`src/inc/irq_prio_consts.svh`:
```
// constants for the interrupt priority register bank 5..9
// assumes a 32-bit apb slave with word-aligned registers
`ifndef IRQ_PRIO_CONSTS_SVH
`define IRQ_PRIO_CONSTS_SVH

// byte addresses of the five priority registers
`define IRQ_PRIO_OFS_CTRL5   12'h000
`define IRQ_PRIO_OFS_CTRL6   12'h004
`define IRQ_PRIO_OFS_CTRL7   12'h008
`define IRQ_PRIO_OFS_CTRL8   12'h00C
`define IRQ_PRIO_OFS_CTRL9   12'h010
// per-source enables and one-hot level summary, read only
`define IRQ_PRIO_OFS_STATUS  12'h014

// field positions (low bit of each 3-bit field)
`define IRQ_PRIO_POS_F3      12
`define IRQ_PRIO_POS_F2      8
`define IRQ_PRIO_POS_F1      4
`define IRQ_PRIO_POS_F0      0
// implemented bits of a priority register
`define IRQ_PRIO_IMPL_MASK   16'h7777

// reset pattern of every field: level 4
`define IRQ_PRIO_FIELD_RST   3'h4
`define IRQ_PRIO_REG_RST     16'h4444

// field codes
`define IRQ_PRIO_OFF         3'h0
`define IRQ_PRIO_LOWEST      3'h1
`define IRQ_PRIO_HIGHEST     3'h7

`endif

```
`src/inc/irq_prio_pkg.sv`:
```
// types for the interrupt priority register bank
// assumes irq_prio_consts.svh is on the include path
package irq_prio_pkg;
  typedef logic [2:0]  prio_field_t;
  typedef logic [15:0] prio_reg_t;
  typedef logic [7:0]  onehot_level_t;
  typedef enum logic [1:0] {
    APB_IDLE,
    APB_ACCESS
  } apb_state_t;
endpackage

```
`src/inc/prio_field_if.sv`:
```
// carrier between bank top and the per-field decoder
// assumes one instance per priority field
`timescale 1ns/1ps
interface prio_field_if;
  logic [2:0] code;
  logic       enabled;
  logic [7:0] level_onehot;
  modport reg_side (output code, input enabled, input level_onehot);
  modport dec_side (input code, output enabled, output level_onehot);
endinterface
```
`src/core/irq_priority_regs_5_to_9.sv`:
```
// apb register bank of five interrupt priority registers
// assumes apb3 master, one clock, async active-low reset
`timescale 1ns/1ps
`include "irq_prio_consts.svh"

////////////////////////////////////////////////////////////////////////
// How it works
// - code 111 means level 7, highest
// - code 001 lowest level, codes linear between
// - code 000 disables the source
// - bits 15, 11, 7, 3 read zero
// - every field resets to 100, level four
// - ctrl5: capture8, capture7, adc2, ext irq1
// - ctrl6: timer4, compare4, compare3, dma2
// - ctrl7: uart2 tx, uart2 rx, ext2, timer5
// - ctrl8: can1 event, can1 rx, spi2, spi2 error
// - ctrl9: capture5, capture4, capture3, dma3
// - fields read back last written value
module irq_priority_regs_5_to_9
  import irq_prio_pkg::*;
(
  // clock, reset, enable
  input  wire logic        pclk,
  input  wire logic        presetn,
  input  wire logic        clk_en,
  // apb slave
  input  wire logic        psel,
  input  wire logic        penable,
  input  wire logic        pwrite,
  input  wire logic [11:0] paddr,
  input  wire logic [31:0] pwdata,
  input  wire logic [3:0]  pstrb,
  output logic      [31:0] prdata,
  output logic             pready,
  output logic             pslverr,
  // priority codes to the arbiter
  output logic      [2:0]  capture8_prio,
  output logic      [2:0]  capture7_prio,
  output logic      [2:0]  adc2_done_prio,
  output logic      [2:0]  ext_irq1_prio,
  output logic      [2:0]  timer4_prio,
  output logic      [2:0]  compare4_prio,
  output logic      [2:0]  compare3_prio,
  output logic      [2:0]  dma_ch2_done_prio,
  output logic      [2:0]  uart2_tx_prio,
  output logic      [2:0]  uart2_rx_prio,
  output logic      [2:0]  ext_irq2_prio,
  output logic      [2:0]  timer5_prio,
  output logic      [2:0]  can1_event_prio,
  output logic      [2:0]  can1_rx_ready_prio,
  output logic      [2:0]  spi2_event_prio,
  output logic      [2:0]  spi2_error_prio,
  output logic      [2:0]  capture5_prio,
  output logic      [2:0]  capture4_prio,
  output logic      [2:0]  capture3_prio,
  output logic      [2:0]  dma_ch3_done_prio,
  // per-source enable, OR of all sources' one-hot levels
  output logic      [19:0] src_enabled,
  output logic      [7:0]  max_level_onehot
);

  ////////////////////////////////////////////////////////////////////
  // register storage
  prio_reg_t  ctrl [5];
  prio_reg_t  next_ctrl [5];
  apb_state_t state;
  apb_state_t next_state;
  logic [31:0] next_prdata;
  logic        next_pready;
  logic        next_pslverr;
  logic [19:0] next_src_enabled;
  logic [7:0]  next_max_level;
  logic [2:0]  sel_idx;
  logic        sel_hit;
  logic        sel_status;
  prio_reg_t   wr_mask;

  // address decode; unmapped words give pslverr
  always_comb begin
    sel_idx    = 3'h0;
    sel_hit    = 1'b0;
    sel_status = 1'b0;
    case (paddr)
      `IRQ_PRIO_OFS_CTRL5: begin sel_idx = 3'h0; sel_hit = 1'b1; end
      `IRQ_PRIO_OFS_CTRL6: begin sel_idx = 3'h1; sel_hit = 1'b1; end
      `IRQ_PRIO_OFS_CTRL7: begin sel_idx = 3'h2; sel_hit = 1'b1; end
      `IRQ_PRIO_OFS_CTRL8: begin sel_idx = 3'h3; sel_hit = 1'b1; end
      `IRQ_PRIO_OFS_CTRL9: begin sel_idx = 3'h4; sel_hit = 1'b1; end
      `IRQ_PRIO_OFS_STATUS: begin
        sel_status = 1'b1;
      end
      default: begin
        sel_hit = 1'b0;
      end
    endcase
    // only the two low byte lanes carry register bits
    wr_mask = {{8{pstrb[1]}}, {8{pstrb[0]}}} & `IRQ_PRIO_IMPL_MASK;
  end

  ////////////////////////////////////////////////////////////////////
  // field decoders, one per source
  prio_field_if fld [20] ();
  genvar g;
  generate
    for (g = 0; g < 20; g++) begin : g_dec
      // field g/4 register, slot 3-(g%4) from the top down
      assign fld[g].code = ctrl[g/4][(3 - g%4)*4 +: 3];
      prio_field_decode u_dec (
        .fld (fld[g])
      );
    end
  endgenerate

  logic [19:0] dec_en;
  logic [7:0]  dec_or [21];
  assign dec_or[0] = 8'h00;
  generate
    for (g = 0; g < 20; g++) begin : g_sum
      assign dec_en[g]    = fld[g].enabled;
      assign dec_or[g+1]  = dec_or[g] | fld[g].level_onehot;
    end
  endgenerate

  ////////////////////////////////////////////////////////////////////
  // next values: apb fsm, register writes, read data
  always_comb begin
    next_state   = state;
    next_ctrl    = ctrl;
    next_prdata  = prdata;
    next_pready  = 1'b0;
    next_pslverr = 1'b0;
    case (state)
      APB_IDLE: begin
        // answer in the first access cycle: zero wait states
        if (psel && !penable) begin
          next_state  = APB_ACCESS;
          next_pready = 1'b1;
          next_pslverr = !(sel_hit || (sel_status && !pwrite));
          next_prdata = 32'h0000_0000;
          if (!pwrite && sel_hit) begin
            next_prdata = {16'h0000,
                           ctrl[sel_idx] & `IRQ_PRIO_IMPL_MASK};
          end else if (!pwrite && sel_status) begin
            next_prdata = {4'h0, src_enabled, max_level_onehot};
          end
        end
      end
      APB_ACCESS: begin
        // write lands on the completing edge, pready high
        if (psel && penable && pwrite && sel_hit) begin
          next_ctrl[sel_idx] = (ctrl[sel_idx] & ~wr_mask)
                             | (pwdata[15:0] & wr_mask);
        end
        next_state = APB_IDLE;
      end
      default: begin
        next_state = APB_IDLE;
      end
    endcase
    next_src_enabled = dec_en;
    next_max_level   = dec_or[20];
  end

  // registers; reset loads level four into every field
  always_ff @(posedge pclk or negedge presetn) begin
    if (!presetn) begin
      for (int i = 0; i < 5; i++) begin
        ctrl[i] <= `IRQ_PRIO_REG_RST;
      end
      state            <= APB_IDLE;
      prdata           <= 32'h0000_0000;
      pready           <= 1'b0;
      pslverr          <= 1'b0;
      src_enabled      <= 20'h0_0000;
      max_level_onehot <= 8'h00;
    end else if (clk_en) begin
      ctrl             <= next_ctrl;
      state            <= next_state;
      prdata           <= next_prdata;
      pready           <= next_pready;
      pslverr          <= next_pslverr;
      src_enabled      <= next_src_enabled;
      max_level_onehot <= next_max_level;
    end
  end

  ////////////////////////////////////////////////////////////////////
  // field outputs; taken from the register so always registered
  always_comb begin
    capture8_prio      = ctrl[0][`IRQ_PRIO_POS_F3 +: 3];
    capture7_prio      = ctrl[0][`IRQ_PRIO_POS_F2 +: 3];
    adc2_done_prio     = ctrl[0][`IRQ_PRIO_POS_F1 +: 3];
    ext_irq1_prio      = ctrl[0][`IRQ_PRIO_POS_F0 +: 3];
    timer4_prio        = ctrl[1][`IRQ_PRIO_POS_F3 +: 3];
    compare4_prio      = ctrl[1][`IRQ_PRIO_POS_F2 +: 3];
    compare3_prio      = ctrl[1][`IRQ_PRIO_POS_F1 +: 3];
    dma_ch2_done_prio  = ctrl[1][`IRQ_PRIO_POS_F0 +: 3];
    uart2_tx_prio      = ctrl[2][`IRQ_PRIO_POS_F3 +: 3];
    uart2_rx_prio      = ctrl[2][`IRQ_PRIO_POS_F2 +: 3];
    ext_irq2_prio      = ctrl[2][`IRQ_PRIO_POS_F1 +: 3];
    timer5_prio        = ctrl[2][`IRQ_PRIO_POS_F0 +: 3];
    can1_event_prio    = ctrl[3][`IRQ_PRIO_POS_F3 +: 3];
    can1_rx_ready_prio = ctrl[3][`IRQ_PRIO_POS_F2 +: 3];
    spi2_event_prio    = ctrl[3][`IRQ_PRIO_POS_F1 +: 3];
    spi2_error_prio    = ctrl[3][`IRQ_PRIO_POS_F0 +: 3];
    capture5_prio      = ctrl[4][`IRQ_PRIO_POS_F3 +: 3];
    capture4_prio      = ctrl[4][`IRQ_PRIO_POS_F2 +: 3];
    capture3_prio      = ctrl[4][`IRQ_PRIO_POS_F1 +: 3];
    dma_ch3_done_prio  = ctrl[4][`IRQ_PRIO_POS_F0 +: 3];
  end

endmodule

```
`src/core/prio_field_decode.sv`:
```
// decodes one 3-bit priority field into enable and one-hot level
// assumes the code comes straight from a register
`timescale 1ns/1ps
module prio_field_decode (
  // field
  prio_field_if.dec_side fld
);
  // level n sets bit n; code 000 leaves the source off entirely
  always_comb begin
    fld.enabled      = (fld.code != 3'h0);
    fld.level_onehot = 8'h00;
    if (fld.code != 3'h0) begin
      fld.level_onehot[fld.code] = 1'b1;
    end
  end
endmodule

```
`config.mk`:
```
export PLATFORM = sky130hd
export DESIGN_NAME = irq_priority_regs_5_to_9
export DESIGN_NICKNAME = d
export VERILOG_FILES = /design/src/inc/irq_prio_pkg.sv /design/src/inc/prio_field_if.sv /design/src/core/irq_priority_regs_5_to_9.sv /design/src/core/prio_field_decode.sv
export VERILOG_INCLUDE_DIRS = /design/src /design/src/inc
export SDC_FILE = /design/constraint.sdc
export NUM_CORES = 1
export LEC_CHECK = 0
export BUFFER_PORTS_ARGS = -buffer_cell sky130_fd_sc_hd__buf_2
export CORE_MARGIN = 2
export CORE_UTILIZATION = 50
export CTS_CLUSTER_DIAMETER = 30
export DETAILED_ROUTE_END_ITERATION = 10
export PLACE_DENSITY = 0.76
export SLEW_MARGIN = 30
export SYNTH_ARGS = -nofsm -noshare
export SYNTH_HDL_FRONTEND = slang
export SYNTH_SLANG_ARGS = --single-unit
export TNS_END_PERCENT = 50
```
`constraint.sdc`:
```
create_clock -name pclk -period 2.47 [get_ports pclk]
set_input_delay 0 -clock pclk [delete_from_list [all_inputs] [get_ports pclk]]
set_output_delay 0 -clock pclk [all_outputs]
set_load 0.05 [all_outputs]
```
==> run metrics <==
Routed WL 24720 um; Synth Flop Type dfrtp_1; clock latency on the worst-skew pair 420 ps; Avg Inst Size Synth 8.629 sq um; Max VDD drop 416.3 uV; Final Skew 7.233 ps; Power Total 5.064 mW; unrepaired setup endpoints after global routing no; post-synth top area share 36.11%; met1 Use GR 49.41%; CTS Buffer Depth 2; required time of the critical path 2810 ps; Reg clk slew, reported paths 60 ps; area leader, netlist dfrtp_1; Initial Util 51.60%; Resized Gates After CTS 0; via count 7051; area grow syn2layout 24.07%; Async SR Flop Fraction 100.0%; endpoints failing hold 0; DP HPWL 17890 um; Worst slew margin 57.41%; Post-synth EDFFs 0; Worst Setup Path Type reg -> reg; Setup Total Neg Slack 0 ps; 1st-iter DRT viols 1016; run status completed; Root Buffer clkbuf_16; die area 14670 sq um; Largest regs prdata: 28 flops, src_enabled: 20 flops, max_level_onehot: 8 flops; Top reg by flops prdata; row cnt 42; max-cap viol count 0; Synth Warn # 0; vias per cell 6.335; layout cells sized above 1 29.14%; Reg2Reg Capture Point ext_irq1_prio[2]; CTS tree built; DRT Pass-1 Iters 6; total gr overflow 0; GRT Total Usage 33.99%; Worst R2R Setup Slack 140 ps; Pins Over Slew Limit 0; Die Y-Extent 121.1 um; Cell Area, Synth 6860 sq um; gr busiest metal met2; PD cells 594.9 nW/um^2; Top Ports 176; Final Non-Filler Cells 1113; # DRC 0; DR WL/cell 22.21 um; RD Place Congestion 1.055; startpoint types flip-flop; worst r2r path cells 7; crit path from dma_ch2_done_prio[2]; sequential area share after synthesis 43.77%; Antenna Cells 0; clock buffer count from CTS 17; Clock Sinks 119; Worst Max-Slew Pin Slew 621.0 ps; vias in the first global route 6429; Core Box Area 13300 sq um; Critical R2R Launch dma_ch2_done_prio[2]; Syn Inst Count 795; number of nets in the layout 978; #FFs+latches synth 119; CTS HTree Levels 4; Die X-Extent 121.1 um; Max Fclk 0.4288 GHz; Pleak 3.863 nW; hold crit path type in -> async; top cells by area, synth dfrtp_1 36%, dfstp_2 7.7%, a21oi_1 6.3%; Largest register FFs 28; Finished Core Util 64.02%; largest net degree at the start of global routing 60; crit end category flip-flop; critical path peak fanout 10; min Tclk post-route 2332 ps; fin crit share 94.42%; arrival time worst endpoint 2670 ps; DP Cell Count 1074; initial antenna violation count 1; post-detailed-route count of antenna-violating nets 0; Worst Hold Slack 15.15 ps; M2 GR Usage 50.25%; GRT met3 Usage 8.365%; Distinct cells, synth 69; Setup Viol. Count Final 0; first-pass GRT wire length 37510 um; Port Buffer Count 149
==> critical path, stage by stage, from the launching register on <==
cell,delay (ps)
dfstp_2,540
buf_4,200
nor4bb_1,320
a211oi_1,110
nor3_1,300
a21oi_1,60
dlygate4sd3_1,560
o2bb2ai_1,150
==> cell families after synthesis <==
kind of cell	count (synthesis)	synth area share, %
and+or+nand+nor	300	22.74
AOI/OAI and AO/OA	251	24.53
DFF	119	43.77
buffers and inverters	109	6.529
muxes	15	2.371
other	1	0.05466
==> timing repair <==
action                                 4_1_cts  5_1_grt
setup buffers                                0        0
endpoints found under the hold margin      118        0
hold buffers                                 7        0
==> worst max path at each step <==
| stage | end | depth (start not counted) |
|---|---|---|
| floorplan | max_level_onehot[3] | 5 |
| global placement | timer5_prio[1] | 6 |
| detailed placement | dma_ch3_done_prio[1] | 6 |
| CTS | ext_irq1_prio[2] | 7 |
| global route | ext_irq1_prio[2] | 7 |
| finish | ext_irq1_prio[2] | 7 |
==> Yosys cell counts, types with 5 or more instances <==
library cell	n
inv_1	14
o21ai_0	30
o31ai_1	7
nor2b_1	10
nand4_1	8
o22ai_1	16
a211oi_1	5
dfstp_2	20
nor2_1	106
o2bb2ai_1	9
a21oi_1	86
nand3b_1	16
nor4bb_1	6
and3_1	9
mux2i_1	5
nor3_1	25
buf_2	9
clkbuf_1	76
mux2_2	10
a22o_1	19
buf_4	5
nand3_1	13
a31oi_1	14
nand2_1	57
dfrtp_1	99
a221oi_2	6
nor4_1	6
nor3b_1	17
a22oi_1	29
==> power by group <==
group          leakage [nW]  switching [mW]  total [mW]  internal [mW]
registers              1.53          0.0278        2.01           1.98
clock network         0.310           0.866        2.66           1.79
logic                  2.03           0.292       0.394          0.101
==> area by class of cell <==
class                   instances  area (sq um)
clock buffers                  24         491.7
repair buffers                201          1169
fillers                      1151          4783
well taps                     176         220.2
flip-flops and latches        119          3003
clock inverters                 8         146.4
inverters                      15         56.30
multi-input cells             570          3426
==> per-layer routing <==
metal | part of all wire (%) | up-vias
met5 | 0.053 | -
met4 | 2.3 | 2
met3 | 12 | 55
met2 | 44 | 487
met1 | 42 | 3357
li1 | - | 3150
==> cells in the final DEF (no fill, tap or decap), types with 9 or more instances in the layout <==
master     Yosys  layout
dfstp_2       20      20
buf_2          9     148
nand3_1       13      13
o22ai_1       16      16
a22o_1        19      19
and3_1         9       9
nor2b_1       10      10
buf_4          5      45
mux2_2        10      10
nor2_1       106     106
o2bb2ai_1      9       9
inv_1         14      14
a22oi_1       29      29
o21ai_0       30      30
nor3_1        25      24
clkbuf_16      0      17
nor3b_1       17      17
a31oi_1       14      14
a21oi_1       86      86
dfrtp_1       99      99
nand2_1       57      57
nand3b_1      16      16
==> per-stage QoR <==
step                cell area [sq um]  setup slack, ps
global route                     8512            68.85
CTS                              8512            174.3
finish                           8512            137.8
detailed placement               7804            282.8
floorplan                        6872            351.8
global placement                 7804            338.5
Power figures use the tool's default switching activity.
